**src/core/cms_pkg.sv**
```systemverilog
// Constants and types shared by the clock mode select block
package cms_pkg;

	// Mode field codes
	localparam logic [2:0] MODE_NORMAL_CODE = 3'h5;
	localparam logic [2:0] MODE_DIV2_CODE   = 3'h0;
	localparam logic [2:0] MODE_CHIP_CODE   = 3'h1;
	localparam logic [2:0] MODE_MODULE_CODE = 3'h2;
	localparam logic [2:0] MODE_CLKRST_CODE = 3'h3;

	// Divider selection, as log2 of the ratio
	localparam logic [1:0] DIV_LOG2_ONE  = 2'h0;
	localparam logic [1:0] DIV_LOG2_TWO  = 2'h1;
	localparam logic [1:0] DIV_LOG2_FOUR = 2'h2;

	// System clock output: internal ticks per half period
	localparam logic [1:0] SYS_HALF_TICKS = 2'h2;

	// Reference alignment window: offsets in ns and oscillator cycles, oscillator period in ps
	localparam int REF_OFFSET_MIN_NS  = 0;
	localparam int OSC_PERIOD_PS      = 8000;
	localparam int REF_OFFSET_MAX_CYC = 1;

	// Reset values
	localparam logic [2:0] MODE_RESET_CODE = 3'h3;

	typedef enum logic [2:0] {
		CMS_NORMAL,
		CMS_DIV2,
		CMS_CHIP_TEST,
		CMS_MODULE_TEST,
		CMS_CLOCK_RESET,
		CMS_INVALID
	} cms_mode_t;

	function automatic cms_mode_t cms_decode(input logic [2:0] code);
		case (code)
			MODE_NORMAL_CODE: cms_decode = CMS_NORMAL;
			MODE_DIV2_CODE:   cms_decode = CMS_DIV2;
			MODE_CHIP_CODE:   cms_decode = CMS_CHIP_TEST;
			MODE_MODULE_CODE: cms_decode = CMS_MODULE_TEST;
			MODE_CLKRST_CODE: cms_decode = CMS_CLOCK_RESET;
			default:          cms_decode = CMS_INVALID;
		endcase
	endfunction : cms_decode

	function automatic logic [1:0] cms_last_count(input logic [1:0] div_log2);
		cms_last_count = 2'((3'h1 << div_log2) - 3'h1);
	endfunction : cms_last_count

endpackage : cms_pkg

```
**src/core/cms_div_if.sv**
```systemverilog
// Control and tick signals between the mode decoder and the divider
`timescale 1ns/1ps
`default_nettype none
interface cms_div_if;
	logic [1:0] div_log2;
	logic       hold;
	logic       tick;

	modport ctrl (output div_log2, output hold, input tick);
	modport div  (input div_log2, input hold, output tick);
endinterface : cms_div_if
`default_nettype wire

```
**src/core/cms_div.sv**
```systemverilog
// Oscillator divider producing the internal clock tick
`timescale 1ns/1ps
`default_nettype none
module cms_div (
	input  wire logic clock,
	input  wire logic rst_n,
	input  wire logic clk_en,
	cms_div_if.div    dif
);

	typedef struct packed {
		logic [1:0] cnt;
		logic       tick;
	} cms_div_st_t;

	cms_div_st_t st_ff;
	cms_div_st_t nxt_st;

	assign dif.tick = st_ff.tick;

	always_comb begin
		nxt_st = st_ff;
		if (dif.hold) begin
			nxt_st.cnt  = 2'h0;
			nxt_st.tick = 1'b0;
		end else begin
			// Tick once every 1, 2 or 4 oscillator cycles
			nxt_st.tick = (st_ff.cnt == cms_pkg::cms_last_count(dif.div_log2));
			nxt_st.cnt  = nxt_st.tick ? 2'h0 : 2'(st_ff.cnt + 2'h1);
		end
	end

	always_ff @(posedge clock or negedge rst_n) begin
		if (!rst_n) begin
			st_ff <= '0;
		end else if (clk_en) begin
			st_ff <= nxt_st;
		end
	end

	chk_half_gap: assert property (@(posedge clock) disable iff (!rst_n)
		(st_ff.tick && clk_en && dif.div_log2 == cms_pkg::DIV_LOG2_TWO) |=> !st_ff.tick)
		else $error("Divide by two ticked on consecutive cycles");

	chk_half_period: assert property (@(posedge clock) disable iff (!rst_n)
		(st_ff.tick && clk_en && dif.div_log2 == cms_pkg::DIV_LOG2_TWO)
		##1 (clk_en && !dif.hold && dif.div_log2 == cms_pkg::DIV_LOG2_TWO) |=> st_ff.tick)
		else $error("Divide by two missed its second cycle tick");

	chk_bypass_tick: assert property (@(posedge clock) disable iff (!rst_n)
		(clk_en && !dif.hold && dif.div_log2 == cms_pkg::DIV_LOG2_ONE && st_ff.cnt == 2'h0)
		|=> st_ff.tick)
		else $error("Undivided path failed to tick every cycle");

	chk_quarter_gap: assert property (@(posedge clock) disable iff (!rst_n)
		(st_ff.tick && clk_en && dif.div_log2 == cms_pkg::DIV_LOG2_FOUR) |=> !st_ff.tick)
		else $error("Divide by four ticked too early");

	chk_quarter_period: assert property (@(posedge clock) disable iff (!rst_n)
		(st_ff.tick && clk_en && dif.div_log2 == cms_pkg::DIV_LOG2_FOUR)
		##1 (clk_en && !dif.hold && dif.div_log2 == cms_pkg::DIV_LOG2_FOUR)[*3] |=> st_ff.tick)
		else $error("Divide by four missed its fourth cycle tick");

endmodule : cms_div
`default_nettype wire

```
**src/core/cms_top.sv**
```systemverilog
// Clock mode decoder and system clock output generator
`timescale 1ns/1ps
`default_nettype none

module cms_top (
	input  wire logic       clock,
	input  wire logic       rst_n,
	input  wire logic       clk_en,
	input  wire logic [2:0] clock_mode,
	input  wire logic       ref_clock_in,
	output logic            int_clk_tick,
	output logic            equalizer_en,
	output logic            divider_bypass,
	output logic            sys_gen_in_reset,
	output logic            system_clock_output,
	output logic            ref_aligned,
	output logic            mode_invalid
);

	typedef struct packed {
		logic [2:0] mode_s1;
		logic [2:0] mode_s2;
		logic       ref_s1;
		logic       ref_s2;
		logic       ref_d;
		logic [1:0] sys_cnt;
		logic       tick;
		logic       equalizer_en;
		logic       divider_bypass;
		logic       sys_gen_in_reset;
		logic       system_clock_output;
		logic       ref_aligned;
		logic       mode_invalid;
	} cms_top_st_t;

	cms_top_st_t      st_ff;
	cms_top_st_t      nxt_st;
	cms_pkg::cms_mode_t mode;
	logic             ref_rise;

	cms_div_if dif ();

	cms_div u_div (
		.clock  (clock),
		.rst_n  (rst_n),
		.clk_en (clk_en),
		.dif    (dif)
	);

	assign mode     = cms_pkg::cms_decode(st_ff.mode_s2);
	assign ref_rise = st_ff.ref_s2 && !st_ff.ref_d;

	// Divider selection from the decoded mode
	always_comb begin
		dif.hold     = 1'b0;
		dif.div_log2 = cms_pkg::DIV_LOG2_ONE;
		case (mode)
			cms_pkg::CMS_NORMAL:      dif.div_log2 = cms_pkg::DIV_LOG2_ONE;
			cms_pkg::CMS_DIV2:        dif.div_log2 = cms_pkg::DIV_LOG2_TWO;
			cms_pkg::CMS_CHIP_TEST:   dif.div_log2 = cms_pkg::DIV_LOG2_ONE;
			cms_pkg::CMS_MODULE_TEST: dif.div_log2 = cms_pkg::DIV_LOG2_FOUR;
			cms_pkg::CMS_CLOCK_RESET: dif.hold = 1'b1;
			default:                  dif.hold = 1'b1;
		endcase
	end

	always_comb begin
		nxt_st = st_ff;
		// Pin synchronisers
		nxt_st.mode_s1 = clock_mode;
		nxt_st.mode_s2 = st_ff.mode_s1;
		nxt_st.ref_s1  = ref_clock_in;
		nxt_st.ref_s2  = st_ff.ref_s1;
		nxt_st.ref_d   = st_ff.ref_s2;
		nxt_st.tick    = dif.tick;

		nxt_st.equalizer_en     = (mode == cms_pkg::CMS_NORMAL);
		nxt_st.divider_bypass   = (mode == cms_pkg::CMS_CHIP_TEST);
		nxt_st.mode_invalid     = (mode == cms_pkg::CMS_INVALID);
		nxt_st.sys_gen_in_reset = (mode == cms_pkg::CMS_CLOCK_RESET) ||
			(mode == cms_pkg::CMS_INVALID);

		if (nxt_st.sys_gen_in_reset) begin
			// Known state for tester synchronisation
			nxt_st.sys_cnt             = 2'h0;
			nxt_st.system_clock_output = 1'b0;
			nxt_st.ref_aligned         = 1'b0;
		end else if (mode == cms_pkg::CMS_MODULE_TEST && ref_rise) begin
			// Restart the output phase on the reference edge
			nxt_st.sys_cnt             = 2'h0;
			nxt_st.system_clock_output = 1'b1;
			nxt_st.ref_aligned         = 1'b1;
		end else begin
			if (mode != cms_pkg::CMS_MODULE_TEST) begin
				nxt_st.ref_aligned = 1'b0;
			end
			if (dif.tick) begin
				if (st_ff.sys_cnt == 2'(cms_pkg::SYS_HALF_TICKS - 2'h1)) begin
					nxt_st.sys_cnt             = 2'h0;
					nxt_st.system_clock_output = !st_ff.system_clock_output;
				end else begin
					nxt_st.sys_cnt = 2'(st_ff.sys_cnt + 2'h1);
				end
			end
		end
	end

	always_ff @(posedge clock or negedge rst_n) begin
		if (!rst_n) begin
			st_ff                  <= '0;
			st_ff.mode_s1          <= cms_pkg::MODE_RESET_CODE;
			st_ff.mode_s2          <= cms_pkg::MODE_RESET_CODE;
			st_ff.sys_gen_in_reset <= 1'b1;
		end else if (clk_en) begin
			st_ff <= nxt_st;
		end
	end

	assign int_clk_tick        = st_ff.tick;
	assign equalizer_en        = st_ff.equalizer_en;
	assign divider_bypass      = st_ff.divider_bypass;
	assign sys_gen_in_reset    = st_ff.sys_gen_in_reset;
	assign system_clock_output = st_ff.system_clock_output;
	assign ref_aligned         = st_ff.ref_aligned;
	assign mode_invalid        = st_ff.mode_invalid;

	chk_normal_equal: assert property (@(posedge clock) disable iff (!rst_n)
		(clk_en && st_ff.mode_s2 == cms_pkg::MODE_NORMAL_CODE)
		|=> equalizer_en && !divider_bypass && !sys_gen_in_reset)
		else $error("Normal mode did not enable the equalizer");

	chk_bypass_flag: assert property (@(posedge clock) disable iff (!rst_n)
		(clk_en && st_ff.mode_s2 == cms_pkg::MODE_CHIP_CODE) |=> divider_bypass)
		else $error("Chip test mode did not flag divider bypass");

	chk_bypass_noequal: assert property (@(posedge clock) disable iff (!rst_n)
		divider_bypass |-> !equalizer_en)
		else $error("Equalizer on during divider bypass");

	chk_ref_align: assert property (@(posedge clock) disable iff (!rst_n)
		(clk_en && ref_rise && st_ff.mode_s2 == cms_pkg::MODE_MODULE_CODE)
		|=> system_clock_output && ref_aligned)
		else $error("System clock output not aligned to reference edge");

	chk_gen_reset: assert property (@(posedge clock) disable iff (!rst_n)
		(clk_en && st_ff.mode_s2 == cms_pkg::MODE_CLKRST_CODE)
		|=> sys_gen_in_reset && !system_clock_output ##1 (!clk_en || !system_clock_output))
		else $error("Clock reset mode did not hold the generator");

	chk_invalid_held: assert property (@(posedge clock) disable iff (!rst_n)
		(clk_en && mode == cms_pkg::CMS_INVALID)
		|=> mode_invalid && sys_gen_in_reset && !system_clock_output)
		else $error("Invalid mode code did not hold the generator");

	chk_valid_clear: assert property (@(posedge clock) disable iff (!rst_n)
		(clk_en && mode != cms_pkg::CMS_INVALID) |=> !mode_invalid)
		else $error("Invalid flag raised for a valid mode code");

	chk_aligned_clear: assert property (@(posedge clock) disable iff (!rst_n)
		(clk_en && mode != cms_pkg::CMS_MODULE_TEST) |=> !ref_aligned)
		else $error("Reference alignment flag set outside module test");

	chk_equal_only: assert property (@(posedge clock) disable iff (!rst_n)
		(clk_en && mode != cms_pkg::CMS_NORMAL) |=> !equalizer_en)
		else $error("Equalizer enabled outside normal mode");

	chk_tick_follow: assert property (@(posedge clock) disable iff (!rst_n)
		clk_en |=> (int_clk_tick == $past(dif.tick)))
		else $error("Internal tick output does not follow the divider");

	chk_hold_notick: assert property (@(posedge clock) disable iff (!rst_n)
		(clk_en && dif.hold) |=> !dif.tick)
		else $error("Divider ticked while held");

endmodule : cms_top
`default_nettype wire

```
**config.mk**
```make
export PLATFORM = sky130hd
export DESIGN_NAME = cms_top
export DESIGN_NICKNAME = d
export VERILOG_FILES = /design/src/core/cms_pkg.sv /design/src/core/cms_div_if.sv /design/src/core/cms_div.sv /design/src/core/cms_top.sv
export SDC_FILE = /design/constraint.sdc
export NUM_CORES = 1
export LEC_CHECK = 0
export BUFFER_PORTS_ARGS = -buffer_cell sky130_fd_sc_hd__buf_4
export CAP_MARGIN = 25
export CORE_AREA = 2 2 53 55
export CTS_BUF_LIST = sky130_fd_sc_hd__clkbuf_4 sky130_fd_sc_hd__clkbuf_8
export DETAILED_ROUTE_END_ITERATION = 16
export DIE_AREA = 0 0 55 57
export GPL_TIMING_DRIVEN = 0
export MAX_ROUTING_LAYER = met4
export PLACE_DENSITY_LB_ADDON = 0.05
export SYNTH_ARGS = -nofsm -noshare
export SYNTH_HDL_FRONTEND = slang
export SYNTH_SLANG_ARGS = --single-unit
```
**constraint.sdc**
```tcl
create_clock -name clock -period 1.2 [get_ports clock]
set_clock_uncertainty 0.05 [all_clocks]
set_input_delay 0.24 -clock clock [delete_from_list [all_inputs] [get_ports clock]]
set_output_delay 0.24 -clock clock [all_outputs]
set_load 0.01 [all_outputs]
```
* After elaboration in Yosys (flattened, before gate mapping)
Index checks and enable logic that the tools add are counted.
** Cells by class
- $add $sub $neg :: 3
- Equality and inequality tests :: 12
- Shift operators :: 1
- Mux-type cells :: 13
- Reduce and logical (&&, ||, !) cells :: 14
** Operators by type and width (count)
- $pmux 3 s5 :: 1
- $mux 2 :: 7
- $eq 3x2->1 const B :: 4
- $eq 3x3->1 const B :: 3
- $reduce_bool 3->1 :: 3
- $eq 3x1->1 const B :: 2
- $logic_not 3->1 :: 2
- $add 2x1->2 const B :: 2
- $pmux 2 s2 :: 1
- $reduce_and 2->1 :: 2
- $reduce_or 4->1 :: 1
- $mux 1 :: 3
- $mux 3 :: 1
- $ne 3x2->1 const B :: 1
- $reduce_and 3->1 :: 1
- $eq 2x1->1 const B :: 1
- $eq 2x2->1 :: 1
- $logic_and 1x1->1 :: 2
- $logic_not 1->1 :: 2
- $shl 1x2->2 const A :: 1
- $sub 2x1->2 const B :: 1
- $logic_or 1x1->1 :: 1
** Word-level totals
- Flip-flop bits (word level) :: 21
- Bits of input ports :: 7
- Output and inout bits :: 7

* Depth between registers and ports, before layout
- Depth after elaboration :: 9
- Mapped depth :: 5
- Depth with buffers taken out :: 4

* By module
A second synthesis with hierarchy kept.
** Second synthesis, totals
- Cells, all modules :: 85
- Area, all modules :: 964.7 um2
** By module, submodules not included
- cms_top :: times used 1, cells an instance 68, area an instance 804.5 um2
- cms_div :: times used 1, cells an instance 17, area an instance 160.2 um2

* Worst setup path before layout
No wires, ideal clock.
- Kind :: reg-to-reg
- Start :: register st_ff, in the netlist nxt_st[9]
- End :: register st_ff, in the netlist system_clock_output
- Setup time :: 0.125 ns
- Arrival time :: 1.163 ns
- Setup slack :: -0.138 ns
- Stages on the path, launching flop included :: 5
- Path buffers :: 0
- Cell sequence :: dfrtp_1 -> nor2b_2 -> o21a_2 -> o21ai_1 -> mux2_4
** On the way
- Cells in the longest elaborated chain, start to end :: 4
- Elaborated cells on any way between the ends :: 7
** RTL lines
- start: declaration :: line cms_top.sv:36 : cms_top_st_t st_ff;
- start signal: assignment :: line cms_top.sv:115 : st_ff <= nxt_st;
- $logic_and 1x1->1 (*) :: line cms_top.sv:51 : assign ref_rise = st_ff.ref_s2 && !st_ff.ref_d;
- $logic_and 1x1->1 (*) :: line cms_top.sv:88 : end else if (mode == cms_pkg::CMS_MODULE_TEST && ref_rise) begin
- $reduce_bool 3->1 (no line) or $mux 2 (tied branches)
- $reduce_and 3->1 (no line) or $mux 2 (tied branches)
Every way passes the cells marked *; elsewhere a longest branch is shown, timed or not.
A chain may end at the register's enable or synchronous reset.

* Final worst setup path
- Start :: register st_ff[12] in the netlist's numbering
- End :: register st_ff, in the netlist system_clock_output
** On the way
- Cells in the longest elaborated chain, start to end :: 6
- Elaborated cells on any way between the ends :: 16
** RTL lines
- $eq 3x2->1 (tied with other cells) :: line cms_pkg.sv:37 : case (code)
- $pmux 3 s5 (*) :: line cms_pkg.sv:37
- $eq 3x3->1 (tied with other cells) :: line cms_top.sv:80 : nxt_st.sys_gen_in_reset = (mode == cms_pkg::CMS_CLOCK_RESET) ||
- $logic_or 1x1->1 or $logic_and 1x1->1 (tied branches) :: line cms_top.sv:80, cms_top.sv:88
- $reduce_bool 3->1 (no line) or $mux 2 (tied branches)
- $reduce_and 3->1 (no line) or $mux 2 (tied branches)
Marked as above.

==> impl_results.md <==
- Simple-gate share of the synthesized area: 10.4%
- Net load switching power: 0.602 mW
- Tcrit/Tclk final: 116%
- Cells after Synth: 85
- Share of cells above drive strength 1: 50.5%
- Reg power frac: between 40% and 50%
- CTS max path bufs: 2
- Drt total wl: 1790 um
- CTS H-tree lvls: 1
- P_int: around 1.4 mW
- Placer Congestion: ~0.73
- Hold path start: clock_mode[1]
- CTS tree: built
- FF-to-FF End: system_clock_output
- Setup slack, reg-to-reg: -0.20 ns
- Startpoint Class: flop
- VDD IR max: around 0.0009 V
- Worst-margin pin slew: approximately 0.27 ns
- Final setup viols: 8
- Num CTS Buffers: 3
- Wirelength per Cell: between 10 and 15 um
- Critical path capture point type: flop
- Sw Ratio: between 30 and 40%
- Hold Path Depth: 2
- PnR worst setup slack: -0.198 ns
- ANT nets after route: 0
- Slowest stage delay, CP: approximately 0.62 ns
- Hold WC Path Type: input port to flop
- Slowest cell on crit path: dfstp_2
- Yosys top cell area share: 40.5%
- Detailed-route vias per instance: ~5.0
- Run status: finished, violations left
- IO buf count: 12
- Core footprint: between 0.002 and 0.003 sq mm
- I/O pins: 14
- Tmin final: 1.40 ns
- Post-synthesis mux area share: between 15 and 20%
- Clock sinks: 21
- Leakage: between 0.5 and 0.6 nW
- DP Wirelength: between 1000 and 1500 um
- Crit path arrival time: ~1.6 ns
- Top cells by area, synth: dfrtp_1 (41%), dfstp_2 (13%), mux2_2 (13%)
- CP Cell Sequence: buf_6, nor2_4, o21bai_1, nand2_1, mux2_4
- Synth area leader: dfrtp_1
- Dpl cell area: 0.00113 sq mm
- Tot GR Track Use: 14.5%
- Pre-Repair DR Iteration Count: 3
- Die extent in y: 57 um
- Root buffer cell: clkbuf_4
- Worst-Skew Late Latency: ~0.30 ns
- Worst Reg2Reg Path Length in Cells: 5
- Largest net degree at the start of global routing: 22
- Fillcell total: roughly 250
- Clock slew at reported path FFs: 0.12 ns
- Sequential-to-total area share from yosys stat: 53.8%
- Vias: ~700
- Rel. slew slack: roughly 82%
- Area Overhead vs Synth: 27.6%
- Antenna cells: 0
- Failing checks: setup timing
- Synth unique cells: 29
- Critical Path Fanout Max: 7
- Synth Area in XOR/XNOR: 0%
- First DRT Iteration DRCs: 10
- Die width: approximately 55 um
- #FFs+latches synth: 21
- Max Cap Viol: 0
- Slew Viols, Final: 0
- Net Count, Synth: 92
- Syn Area/Cell: 11.6 sq um
- Hold endpoint: nxt_st[13]
- Combinational fraction of design power: roughly a third
- Clock power frac: 18.3%
- Crit Path Class: flop to flop
- Final layout net count: 117
- Adder-cell area share of the yosys netlist: 0%
- Main combinational cell family by area after synthesis: multiplexers
- Grt ovf: 0
- DRC: 0
- Yosys warns: 0
- Netlist Area Pre-Place: 988 sq um
- Cell area power density: 1590 mW/mm^2
- Critical path required time: 1.35 ns
- Setup TNS Final: -0.976 ns
- Die ar.: between 0.003 and 0.004 sq mm
- Final hold vios: 0
- Fmax: roughly 700 MHz
- Row cnt: 19
- First-pass GRT wire length: about 3200 um
- Synth Area in Compound Gates: around 13%
- Reg-to-reg startpoint: st_ff[12]
- Initial Util: 37.8%
- Initial antenna violation count: 0
- Vias in the first global route: slightly above 700
- Fin area: 0.00126 sq mm
- Worst Hold Margin: ~0.11 ns
- RSZ-0062 raised after global routing: true
## worst max-delay path: cells and delay by family, from the launching register on
kind                   cells  cell delay [ns]
buffers and inverters      1             0.12
AO/OA/AOI/OAI              1             0.13
multiplexers               1             0.26
AND/OR/NAND/NOR            2             0.11
flip-flops                 1             0.62
## how the worst max path moves through the flow
| stage | startpoint | end | slack, ns | cells after the start |
|---|---|---|---|---|
| 2_1_floorplan | st_ff[12] | system_clock_output | -0.1 | 3 |
| 3_3_place_gp | st_ff[12] | st_ff[8] | -0.21 | 4 |
| 3_5_place_dp | st_ff[12] | st_ff[8] | -0.21 | 4 |
| 4_1_cts | st_ff[12] | st_ff[8] | -0.21 | 4 |
| 5_1_grt | st_ff[12] | u_div.dif.tick | -0.27 | 5 |
| 6_report | st_ff[12] | system_clock_output | -0.20 | 5 |
## power groups by stage
stage	Combinational [mW]	Clock [mW]	Sequential [mW]
final	0.646	0.366	0.987
after CTS	0.604	0.384	0.993
after global routing	0.720	0.421	1.02
after floorplan	0.356	0	0.998
after detailed placement	0.533	0	1.01
after global placement	0.527	0	0.999
## cells by family (layout without fill, tap and decap cells)
| kind of cell | Yosys count | count (layout) |
|---|---|---|
| flip-flops | 21 | 21 |
| buffers and inverters | 10 | 34 |
| multiplexers | 14 | 14 |
| AO/OA/AOI/OAI | 20 | 20 |
| AND/OR/NAND/NOR | 20 | 20 |
## state kept, by name (all words and copies together), names as in the netlist
signal               flops
sys_gen_in_reset         1
u_div.st_ff              2
divider_bypass           1
system_clock_output      1
u_div.dif.tick           1
st_ff                    6
mode_invalid             1
equalizer_en             1
ref_aligned              1
nxt_st                   5
int_clk_tick             1
## layout by cell type, fill, tap and decap left out, types with 3 or more instances in the layout
master,synthesis,layout
dfrtp_1,16,15
buf_4,1,15
mux2_2,11,9
buf_6,3,8
nand2_1,7,7
inv_1,6,6
dfstp_2,5,5
mux2_4,2,4
nor2_1,5,4
clkbuf_4,0,4
o22ai_1,3,3
a21oi_1,4,3
o21ai_1,4,3
## cell usage after synthesis
cell type,instances
o21a_2,1
buf_4,1
inv_1,6
mux2_2,11
a21oi_2,1
nand4_1,1
buf_6,3
o21a_1,1
nor2_1,5
and3_1,1
mux2i_1,1
o22ai_1,3
nor2b_1,1
nand3_1,1
o311ai_1,1
o21ai_0,2
o21ai_1,4
dfstp_2,5
a21oi_1,4
nor2_4,1
nand2b_1,1
nor2b_2,1
nand2_1,7
and2b_1,1
mux2_4,2
dfrtp_1,16
o221ai_1,1
o21bai_1,1
a21boi_1,1
## routing by layer
layer,up-vias,wire (um),track usage (%)
met5,-,0,-
met4,0,27,7.32
met3,4,44,2.36
met2,9,872,22.3
met1,338,841,18.0
li1,345,-,-
## area by class of cell
cell class | count | area, sq um | area share (%)
flip-flops and latches | 21 | 533 | 42.3
plain buffers | 4 | 45.0 | 3.57
multi-input cells | 54 | 424 | 33.6
well taps | 31 | 38.8 | 3.08
repair buffers | 20 | 168 | 13.3
clock buffers | 4 | 30.0 | 2.38
inverters | 6 | 22.5 | 1.79
## repair_timing
action / in CTS / in global routing
hold buffers: 1 / 0
setup buffers: 4 / 3
setup endpoints to repair: 8 / 11
pin swaps: 0 / 2
hold endpoints to repair: 16 / 0
gates resized for setup: 6 / 5
## stage by stage
step	power [mW]	cells	utilization [%]	setup slack, ns
final	2.00	140	48.2	-0.198
after global placement	1.53	128	43.2	-0.206
after floorplan	1.35	85	-	-0.0962
after detailed placement	1.54	128	43.2	-0.208
after global routing	2.16	140	48.2	-0.273
after CTS	1.98	137	46.8	-0.208
Note: power is estimated with default switching activity, not from simulation.
